[src/pwm_pkg.sv]
// package: register map, field layout, fixed tops and timing constants of the pwm timer
package pwm_pkg;
    // register byte offsets
    localparam logic [7:0] CTRL_A_OFFSET   = 8'h00;
    localparam logic [7:0] CTRL_B_OFFSET   = 8'h04;
    localparam logic [7:0] COUNTER_OFFSET  = 8'h08;
    localparam logic [7:0] CMP_A_OFFSET    = 8'h0C;
    localparam logic [7:0] CMP_B_OFFSET    = 8'h10;
    localparam logic [7:0] CAP_TOP_OFFSET  = 8'h14;
    localparam logic [7:0] FLAGS_OFFSET    = 8'h18;
    localparam logic [7:0] PIN_DIR_OFFSET  = 8'h1C;
    // field positions
    localparam int COM_A_LSB   = 6;
    localparam int COM_B_LSB   = 4;
    localparam int WGM_LO_LSB  = 0;
    localparam int WGM_HI_LSB  = 3;
    localparam int CS_LSB      = 0;
    localparam int OVF_BIT     = 0;
    localparam int CMPA_BIT    = 1;
    localparam int CMPB_BIT    = 2;
    localparam int CAP_BIT     = 3;
    // reset values
    localparam logic [7:0]  CTRL_RESET    = 8'h00;
    localparam logic [15:0] VALUE_RESET   = 16'h0000;
    // fixed tops
    localparam logic [15:0] TOP_8BIT      = 16'h00FF;
    localparam logic [15:0] TOP_9BIT      = 16'h01FF;
    localparam logic [15:0] TOP_10BIT     = 16'h03FF;
    localparam logic [15:0] BOTTOM        = 16'h0000;
    localparam logic [15:0] MAX_VALUE     = 16'hFFFF;
    // prescaler divide figures
    localparam int DIV_8    = 8;
    localparam int DIV_64   = 64;
    localparam int DIV_256  = 256;
    localparam int DIV_1024 = 1024;
    // bus transfer types
    localparam logic [1:0] HTRANS_NONSEQ = 2'b10;
    localparam logic [1:0] HTRANS_SEQ    = 2'b11;
    // count direction
    typedef enum logic {DIR_UP, DIR_DOWN} dir_t;
endpackage

[src/compare_channel.sv]
// compare channel: double buffered compare value, match detect and waveform output
`timescale 1ns/10ps
`default_nettype none
module compare_channel (
    input  wire logic        clk,
    input  wire logic        nrst,
    input  wire logic        tick,
    input  wire logic        write,
    input  wire logic [15:0] writeData,
    input  wire logic [15:0] writeMask,
    input  wire logic        load,
    input  wire logic [15:0] counterValue,
    input  wire logic [15:0] top,
    input  wire logic        dualSlope,
    input  wire logic        countDown,
    input  wire logic        atTop,
    input  wire logic [1:0]  outputModeBits,
    input  wire logic        toggleAllowed,
    input  wire logic        pinDirectionBit,
    input  wire logic        portValue,
    output logic [15:0]      bufferValue,
    output logic [15:0]      compareValue,
    output logic             match,
    output logic             pinOut
);
    import pwm_pkg::*;
    logic waveLevel;
    logic next_waveLevel;
    logic hitTopSpecial;
    logic connected;
    // compare every enabled timer cycle, independent of output mode
    assign match = tick && (counterValue == compareValue);
    assign hitTopSpecial = (compareValue == top) && outputModeBits[1];
    assign connected = (outputModeBits != 2'b00) && (outputModeBits != 2'b01 || toggleAllowed);
    // waveform next state
    always_comb begin
        next_waveLevel = waveLevel;
        if (tick && outputModeBits == 2'b01 && toggleAllowed && match) begin
            next_waveLevel = ~waveLevel; // toggle on each match
        end else if (tick && outputModeBits[1]) begin
            if (!dualSlope) begin
                // fast: top set/clear wins, match at top ignored
                if (atTop) next_waveLevel = ~outputModeBits[0];
                else if (match && !hitTopSpecial) next_waveLevel = outputModeBits[0];
            end else if (match) begin
                // clear up / set down for mode two, opposite for three
                next_waveLevel = countDown ? ~outputModeBits[0] : outputModeBits[0];
            end
        end
    end
    // buffer write with fixed-top masking, load at update point
    always_ff @(posedge clk or negedge nrst) begin
        if (!nrst) begin
            bufferValue  <= VALUE_RESET;
            compareValue <= VALUE_RESET;
            waveLevel    <= 1'b0;
        end else begin
            if (write) bufferValue <= writeData & writeMask;
            if (load) compareValue <= bufferValue;
            waveLevel <= next_waveLevel;
        end
    end
    // pin shows waveform only when direction bit selects output
    assign pinOut = (pinDirectionBit && connected) ? waveLevel : portValue;
endmodule
`default_nettype wire

[src/prescaler.sv]
// prescaler: timer clock enable at io clock divided by 1, 8, 64, 256 or 1024
`timescale 1ns/10ps
`default_nettype none
module prescaler (
    input  wire logic       clk,
    input  wire logic       nrst,
    input  wire logic [2:0] select,
    output logic            tick
);
    import pwm_pkg::*;
    logic [9:0] divCount;
    logic       tap;
    // select 1..5 chooses the factor, 0 stops the timer, 6..7 stop as well
    assign tap = (select == 3'h1) ? 1'b1 :
                 (select == 3'h2) ? (divCount[2:0] == 3'(DIV_8 - 1)) :
                 (select == 3'h3) ? (divCount[5:0] == 6'(DIV_64 - 1)) :
                 (select == 3'h4) ? (divCount[7:0] == 8'(DIV_256 - 1)) :
                 (select == 3'h5) ? (divCount == 10'(DIV_1024 - 1)) : 1'b0;
    assign tick = tap;
    // free running divider
    always_ff @(posedge clk or negedge nrst) begin
        if (!nrst) divCount <= 10'h000;
        else divCount <= divCount + 10'h001;
    end
endmodule
`default_nettype wire

[src/timer16_dual_slope_pwm.sv]
// 16-bit pwm timer: ahb-lite registers, dual and single slope counter, two compare channels
`timescale 1ns/10ps
`default_nettype none
module timer16_dual_slope_pwm #(
    parameter int WIDTH = 16
) (
    input  wire logic        clk,
    input  wire logic        nrst,
    input  wire logic        hsel,
    input  wire logic [31:0] haddr,
    input  wire logic [1:0]  htrans,
    input  wire logic        hwrite,
    input  wire logic [2:0]  hsize,
    input  wire logic [31:0] hwdata,
    input  wire logic        hready,
    output logic [31:0]      hrdata,
    output logic             hreadyout,
    output logic             hresp,
    input  wire logic [1:0]  portValue,
    output logic             compareOutputA,
    output logic             compareOutputB
);
    import pwm_pkg::*;

    // registers
    logic [7:0]       ctrlA;
    logic [7:0]       ctrlB;
    logic [WIDTH-1:0] counterValue;
    logic [WIDTH-1:0] captureTopValue;
    logic [3:0]       flags;
    logic [1:0]       pinDirection;
    dir_t             direction;
    logic [31:0]      readData;

    // bus address phase capture
    logic       dataPhase;
    logic       dataWrite;
    logic [7:0] dataAddr;
    logic       addrValid;
    assign addrValid = hsel && hready && (htrans == HTRANS_NONSEQ || htrans == HTRANS_SEQ);
    always_ff @(posedge clk or negedge nrst) begin
        if (!nrst) begin
            dataPhase <= 1'b0;
            dataWrite <= 1'b0;
            dataAddr  <= 8'h00;
        end else if (hready) begin
            dataPhase <= addrValid;
            dataWrite <= hwrite;
            dataAddr  <= haddr[7:0];
        end
    end
    // slave always ready, always okay
    assign hreadyout = 1'b1;
    assign hresp     = 1'b0;

    // write strobes per register
    logic wrEn;
    logic wrCtrlA;
    logic wrCtrlB;
    logic wrCounter;
    logic wrCmpA;
    logic wrCmpB;
    logic wrCapTop;
    logic wrFlags;
    logic wrPinDir;
    assign wrEn      = dataPhase && dataWrite;
    assign wrCtrlA   = wrEn && (dataAddr == CTRL_A_OFFSET);
    assign wrCtrlB   = wrEn && (dataAddr == CTRL_B_OFFSET);
    assign wrCounter = wrEn && (dataAddr == COUNTER_OFFSET);
    assign wrCmpA    = wrEn && (dataAddr == CMP_A_OFFSET);
    assign wrCmpB    = wrEn && (dataAddr == CMP_B_OFFSET);
    assign wrCapTop  = wrEn && (dataAddr == CAP_TOP_OFFSET);
    assign wrFlags   = wrEn && (dataAddr == FLAGS_OFFSET);
    assign wrPinDir  = wrEn && (dataAddr == PIN_DIR_OFFSET);

    // mode decode from split mode fields
    logic [3:0] waveformModeBits;
    logic [1:0] outputModeBitsA;
    logic [1:0] outputModeBitsB;
    logic [2:0] clockSelect;
    assign waveformModeBits = {ctrlB[WGM_HI_LSB+1 -: 2], ctrlA[WGM_LO_LSB +: 2]};
    assign outputModeBitsA  = ctrlA[COM_A_LSB +: 2];
    assign outputModeBitsB  = ctrlA[COM_B_LSB +: 2];
    assign clockSelect      = ctrlB[CS_LSB +: 3];

    // mode classes
    logic phaseCorrect;
    logic freqCorrect;
    logic fastPwm;
    logic dualSlope;
    logic fixedTop;
    logic topIsCmpA;
    logic topIsCapture;
    assign phaseCorrect = (waveformModeBits == 4'h1) || (waveformModeBits == 4'h2) || (waveformModeBits == 4'h3)
                       || (waveformModeBits == 4'hA) || (waveformModeBits == 4'hB);
    assign freqCorrect  = (waveformModeBits == 4'h8) || (waveformModeBits == 4'h9);
    assign fastPwm      = (waveformModeBits == 4'h5) || (waveformModeBits == 4'h6) || (waveformModeBits == 4'h7)
                       || (waveformModeBits == 4'hE) || (waveformModeBits == 4'hF);
    assign dualSlope    = phaseCorrect || freqCorrect;
    assign fixedTop     = (waveformModeBits[3] == 1'b0) && (waveformModeBits[1:0] != 2'b00) && (phaseCorrect || fastPwm);
    assign topIsCmpA    = (waveformModeBits == 4'h9) || (waveformModeBits == 4'hB) || (waveformModeBits == 4'hF);
    assign topIsCapture = (waveformModeBits == 4'h8) || (waveformModeBits == 4'hA) || (waveformModeBits == 4'hE);

    // top source selection
    logic [WIDTH-1:0] compareValueA;
    logic [WIDTH-1:0] compareValueB;
    logic [WIDTH-1:0] top;
    logic [WIDTH-1:0] writeMask;
    assign top = topIsCmpA    ? compareValueA :
                 topIsCapture ? captureTopValue :
                 (waveformModeBits[1:0] == 2'b01) ? TOP_8BIT :
                 (waveformModeBits[1:0] == 2'b10) ? TOP_9BIT :
                 (waveformModeBits[1:0] == 2'b11) ? TOP_10BIT : MAX_VALUE;
    assign writeMask = fixedTop ? top : MAX_VALUE;

    // timer clock enable from prescaler
    logic tick;
    prescaler u_prescaler (
        .clk    (clk),
        .nrst   (nrst),
        .select (clockSelect),
        .tick   (tick)
    );

    // counter events; software keeps top >= 3 and >= compares
    logic atTop;
    logic atBottom;
    logic updateAtTop;
    logic updateAtBottom;
    logic loadCompares;
    assign atTop          = (counterValue == top);
    assign atBottom       = (counterValue == BOTTOM);
    assign updateAtTop    = tick && atTop && (phaseCorrect || fastPwm);
    assign updateAtBottom = tick && atBottom && freqCorrect;
    assign loadCompares   = updateAtTop || updateAtBottom || !(dualSlope || fastPwm);

    // next counter and direction
    logic [WIDTH-1:0] next_counterValue;
    dir_t             next_direction;
    always_comb begin
        next_counterValue = counterValue;
        next_direction    = direction;
        if (tick) begin
            if (dualSlope) begin
                // hold top exactly one tick then count down
                if (atTop) begin
                    next_direction    = DIR_DOWN;
                    next_counterValue = counterValue - 16'h0001;
                end else if (direction == DIR_DOWN && atBottom) begin
                    next_direction    = DIR_UP;
                    next_counterValue = counterValue + 16'h0001;
                end else if (direction == DIR_DOWN) begin
                    next_counterValue = counterValue - 16'h0001;
                end else begin
                    next_counterValue = counterValue + 16'h0001;
                end
            end else begin
                next_direction    = DIR_UP;
                next_counterValue = (fastPwm && atTop) ? BOTTOM : counterValue + 16'h0001;
            end
        end
    end
    always_ff @(posedge clk or negedge nrst) begin
        if (!nrst) begin
            counterValue <= VALUE_RESET;
            direction    <= DIR_UP;
        end else if (wrCounter) begin
            counterValue <= hwdata[WIDTH-1:0];
            direction    <= direction;
        end else begin
            counterValue <= next_counterValue;
            direction    <= next_direction;
        end
    end

    // compare channels
    logic matchA;
    logic matchB;
    logic countDown;
    // a match at bottom counts as up-counting, so a bottom compare holds low in mode two and high in mode three
    assign countDown = ((direction == DIR_DOWN) && !atBottom) || (dualSlope && atTop);
    compare_channel u_channel_a (
        .clk             (clk),
        .nrst            (nrst),
        .tick            (tick),
        .write           (wrCmpA),
        .writeData       (hwdata[WIDTH-1:0]),
        .writeMask       (writeMask),
        .load            (loadCompares),
        .counterValue    (counterValue),
        .top             (top),
        .dualSlope       (dualSlope),
        .countDown       (countDown),
        .atTop           (atTop),
        .outputModeBits  (outputModeBitsA),
        .toggleAllowed   (waveformModeBits[3]),
        .pinDirectionBit (pinDirection[0]),
        .portValue       (portValue[0]),
        .bufferValue     (),
        .compareValue    (compareValueA),
        .match           (matchA),
        .pinOut          (compareOutputA)
    );
    compare_channel u_channel_b (
        .clk             (clk),
        .nrst            (nrst),
        .tick            (tick),
        .write           (wrCmpB),
        .writeData       (hwdata[WIDTH-1:0]),
        .writeMask       (writeMask),
        .load            (loadCompares),
        .counterValue    (counterValue),
        .top             (top),
        .dualSlope       (dualSlope),
        .countDown       (countDown),
        .atTop           (atTop),
        .outputModeBits  (outputModeBitsB),
        .toggleAllowed   (1'b0),
        .pinDirectionBit (pinDirection[1]),
        .portValue       (portValue[1]),
        .bufferValue     (),
        .compareValue    (compareValueB),
        .match           (matchB),
        .pinOut          (compareOutputB)
    );

    // flag set events
    logic setOverflow;
    logic setCapture;
    logic [3:0] setFlags;
    assign setOverflow = (dualSlope && tick && atBottom)
                      || (fastPwm && tick && atTop);
    assign setCapture  = topIsCapture && tick && atTop;
    // compare a flag also fires at top when it is the top source
    assign setFlags = {setCapture, matchB, matchA || (topIsCmpA && tick && atTop), setOverflow};

    // control and flag registers; set wins over write-one-to-clear
    always_ff @(posedge clk or negedge nrst) begin
        if (!nrst) begin
            ctrlA           <= CTRL_RESET;
            ctrlB           <= CTRL_RESET;
            captureTopValue <= VALUE_RESET;
            flags           <= 4'h0;
            pinDirection    <= 2'b00;
        end else begin
            if (wrCtrlA) ctrlA <= hwdata[7:0] & 8'hF3;
            if (wrCtrlB) ctrlB <= hwdata[7:0] & 8'h1F;
            if (wrCapTop) captureTopValue <= hwdata[WIDTH-1:0];
            if (wrPinDir) pinDirection <= hwdata[1:0];
            flags <= (flags & ~(wrFlags ? hwdata[3:0] : 4'h0)) | setFlags;
        end
    end

    // read mux
    assign readData = (dataAddr == CTRL_A_OFFSET)  ? {24'h000000, ctrlA} :
                      (dataAddr == CTRL_B_OFFSET)  ? {24'h000000, ctrlB} :
                      (dataAddr == COUNTER_OFFSET) ? {16'h0000, counterValue} :
                      (dataAddr == CMP_A_OFFSET)   ? {16'h0000, compareValueA} :
                      (dataAddr == CMP_B_OFFSET)   ? {16'h0000, compareValueB} :
                      (dataAddr == CAP_TOP_OFFSET) ? {16'h0000, captureTopValue} :
                      (dataAddr == FLAGS_OFFSET)   ? {28'h0000000, flags} :
                      (dataAddr == PIN_DIR_OFFSET) ? {30'h00000000, pinDirection} : 32'h00000000;
    assign hrdata = readData;
endmodule
`default_nettype wire

[config.mk]
export PLATFORM = sky130hd
export DESIGN_NAME = timer16_dual_slope_pwm
export DESIGN_NICKNAME = d
export VERILOG_FILES = /design/src/pwm_pkg.sv /design/src/compare_channel.sv /design/src/prescaler.sv /design/src/timer16_dual_slope_pwm.sv
export SDC_FILE = /design/constraint.sdc
export NUM_CORES = 1
export LEC_CHECK = 0
export BUFFER_PORTS_ARGS = -buffer_cell sky130_fd_sc_hd__buf_4
export CORE_ASPECT_RATIO = 0.5
export CORE_MARGIN = 2
export CORE_UTILIZATION = 54
export DETAILED_ROUTE_END_ITERATION = 8
export GPL_TIMING_DRIVEN = 1
export PLACE_DENSITY = 0.78
export SLEW_MARGIN = 20
export SYNTH_ARGS = -nofsm -noshare
export SYNTH_HDL_FRONTEND = slang
export SYNTH_HIERARCHICAL = 1
export SYNTH_SLANG_ARGS = --single-unit
[constraint.sdc]
create_clock -name clk -period 4.3 [get_ports clk]
set_input_delay 0.86 -clock clk [delete_from_list [all_inputs] [get_ports clk]]
set_output_delay 0.86 -clock clk [all_outputs]
set_load 0.01 [all_outputs]
==> impl_results.md <==
- Register area share after synthesis: a little under two fifths
- Ranking of synthesized cells by area: dfrtp_1, mux2_2, xnor2_1
- Max_slew headroom: a little over a third
- PwrDens: roughly 350 nW/µm²
- Die outline height: 96.5 µm
- Sink Count: about 140
- Gr usage total: between 30 and 40%
- Most common cell in the netlist: dfrtp_1
- Syn. warnings: 6
- Req. time, crit path: approximately 4600 ps
- Max Fclk: 0.245 GHz
- Worst hold start: u_prescaler/divCount[9]$_DFF_PN0_
- Cell area after layout: roughly 11000 µm²
- PortBufs: about 50
- Fillers: ~1400
- Synth area leader: dfrtp_1
- Die area: about 18000 µm²
- Crit path top cell by count: inv_1
- Final WL: 32700 µm
- Final Max Tran Viols: 0
- Reg clk slew, reported paths: 70 ps
- CTS tree: done
- Commonest cells in the netlist: dfrtp_1, inv_1, mux2_2, o21ai_0, nand3_1
- Pre-antenna DRT Iters: 5
- Area growth from synthesis to layout: 15.1%
- Skew-Pair Late Insertion Delay: 430 ps
- CTS Buffer Depth: 2
- Area taken by multi-input logic gates: ~5300 µm²
- Starting Density: between 50 and 60%
- Nets: 1193
- Vias in the first global route: ~8000
- RD Place Congestion: 1.03
- Routed len/inst: 24.3 µm
- Final worst path period need: just over 4000 ps
- Row cnt: 33
- Global Route met1 Usage: a little over half
- Num CTS Buffers: 17
- Final core utilization: approximately 64%
- Drt drc: 0
- Met3 GRT Util: between 10% and 20%
- Finish-stage setup viols: 0
- # H-tree levels: 4
- Post-placement cell area: roughly 10000 µm²
- Worst-path fanout max: 7
- Mapped Avg Cell Area: between 9 and 10 µm²
- GR peak layer: met1
- Antenna viol nets, final: 0
- I/O pin count: between 100 and 150
- Setup_tns: 0 ps
- GRT Residual Overflow: 0
- WP data arrival: 4390 ps
- Pleak: 4.51 nW
- Sequential cell area: approximately 3400 µm²
- Worst-margin pin slew: 953 ps
- Layout cells sized above 1: about a fifth
- Post-synth cell types: 77
- Hold Fails Final Rpt: 0
- RSZ-0062 raised after global routing: no
- Initial detailed-routing violation count: between 900 and 1000
- Mapped Cells: roughly 1000
- Core region area: between 15000 and 20000 µm²
- Crit path launch: ctrlA[1]$_DFFE_PN0P_
- Vias per cell: between 6 and 7
- DP Wirelength: around 24000 µm
- Met2 usage: ~52%
- Worst setup EP type: flop
- Largest net degree at the start of global routing: around 100
- Main synth FF type: dfrtp_1
- Synth top area share: between 30 and 40%
- Fraction of registers with async set or reset after synthesis: 100%
- Max incr delay on CP: roughly 470 ps
- Max IR drop VDD: between 300 and 400 µV
- First-pass GRT wire length: approximately 49000 µm
- Post-synth EDFFs: 0
- Max Clock Skew: about 14 ps
- Kind of critical path: reg -> reg
- Outcome: completed
- Vias: about 8700
- CTS Root Cell: clkbuf_16
- Worst path cell trace: inv_1 > ha_1 > inv_1 > a211oi_4 > o31a_1 > xnor2_1 > nand4_2 > or4_1 > nor4_2 > buf_4 > mux2i_1 > xor2_1 > nand2b_1 > and2_1 > o311a_1 > a21oi_2
- Tcrit/Tclk final: 94.8%
- Ant diodes: 0
- Worst hold path type: reg -> reg
- Crit path max-delay cell type: or4_1
- Die X: roughly 190 µm
- Worst reg2reg startpoint: ctrlA[1]$_DFFE_PN0P_
- Post-Syn Area: 9250 µm²
- Setup crit start kind: flop
- Initial antenna violation count: 0
- Flops & latches, synth: approximately 140
- Max Cap Viol: 0
- Hold Buf Count CTS: 0
==> cells by family after synthesis <==
kind of cell | Yosys count | share of synthesized area [%]
compound gates | 242 | 17.3
xor+xnor | 95 | 9.00
fa+ha+maj | 10 | 1.35
buf+inv | 144 | 6.98
flops | 136 | 36.8
mux | 87 | 10.7
other cells | 2 | 0.0812
simple gates | 307 | 17.9
==> metal layers <==
metal | routed length, µm | up-vias
met5 | 0 | -
met4 | 589 | 0
met3 | 4210 | 54
met2 | 13300 | 566
met1 | 14600 | 4237
li1 | - | 3800
==> sequential cells by signal, summed over array words and instances, names as in the netlist <==
signal                    flops
flags                         4
dataAddr                      8
dataWrite                     1
u_channel_a/bufferValue      16
dataPhase                     1
direction                     1
ctrlB                         5
u_channel_b/waveLevel         1
u_channel_b/compareValue     16
u_channel_a/compareValue     16
u_channel_b/bufferValue      16
u_prescaler/divCount         10
captureTopValue              16
ctrlA                         6
pinDirection                  2
counterValue                 16
u_channel_a/waveLevel         1
==> metrics by stage <==
stage	power, mW	hold slack (ps)	cells	worst slack (ps)
after floorplan	2.00	437	1056	264
after global placement	2.29	462	1312	223
after detailed placement	2.30	465	1312	101
after CTS	3.72	476	1344	59.4
after global routing	3.87	489	1347	88.5
final	3.74	479	1347	222
==> layout by cell type, fill, tap and decap left out, drive strengths merged, types with 6 or more instances in the layout <==
| cell | n |
|---|---|
| a211oi | 8 |
| a21oi | 58 |
| a221oi | 8 |
| a22oi | 9 |
| a31oi | 10 |
| and2 | 9 |
| buf | 103 |
| clkbuf | 18 |
| conb | 35 |
| dfrtp | 136 |
| ha | 10 |
| inv | 80 |
| mux2 | 72 |
| mux2i | 13 |
| nand2 | 57 |
| nand2b | 19 |
| nand3 | 62 |
| nand4 | 13 |
| nor2 | 53 |
| nor3 | 33 |
| nor4 | 15 |
| o211ai | 11 |
| o21ai | 70 |
| o221ai | 11 |
| o22ai | 6 |
| o31a | 9 |
| o31ai | 10 |
| or3 | 9 |
| or4 | 15 |
| xnor2 | 60 |
| xor2 | 35 |
==> worst max-delay path, delay by kind of cell, from the launching register on <==
family / cells / cell delay (ps)
fa+ha+maj: 1 / 340
compound gates: 4 / 850
buf+inv: 3 / 530
flops: 1 / 420
simple gates: 5 / 1350
xor+xnor: 2 / 410
mux: 1 / 90
==> repair_timing <==
action                     4_1_cts  5_1_grt
gates resized for setup          0        2
hold endpoints to repair         0        0
setup buffers                    0        3
setup endpoints to repair        0        2
==> power by group <==
| part | switching [mW] | total (mW) | internal, mW | leakage, nW |
|---|---|---|---|---|
| sequential | 0.159 | 1.51 | 1.35 | 1.45 |
| clock | 0.664 | 1.43 | 0.762 | 0.265 |
| combinational | 0.474 | 0.805 | 0.331 | 2.79 |
| total | 1.30 | 3.74 | 2.45 | 4.51 |
==> path summary, 6_finish.rpt <==
kind | endpoint | cells after the start | slack [ps]
max | u_channel_a/waveLevel$_DFFE_PN0P_ | 16 | 220
min | u_prescaler/divCount[9]$_DFF_PN0_ | 1 | 480
max reg2reg | u_channel_a/waveLevel$_DFFE_PN0P_ | 16 | 220
min reg2reg | u_prescaler/divCount[9]$_DFF_PN0_ | 1 | 480
max in group asynchronous | counterValue[11]$_DFFE_PN0P_ | 2 | 2900
min in group asynchronous | dataAddr[1]$_DFFE_PN0P_ | 1 | 570
==> final cells by class <==
type | instances | share of cell area (%)
clock buffers | 18 | 4.03
flip-flops and latches | 136 | 32.0
well taps | 227 | 2.67
clock inverters | 14 | 1.23
multi-input cells | 776 | 50.1
inverters | 73 | 2.57
repair buffers | 103 | 7.42
No activity file was read; power rests on OpenSTA's default activity.
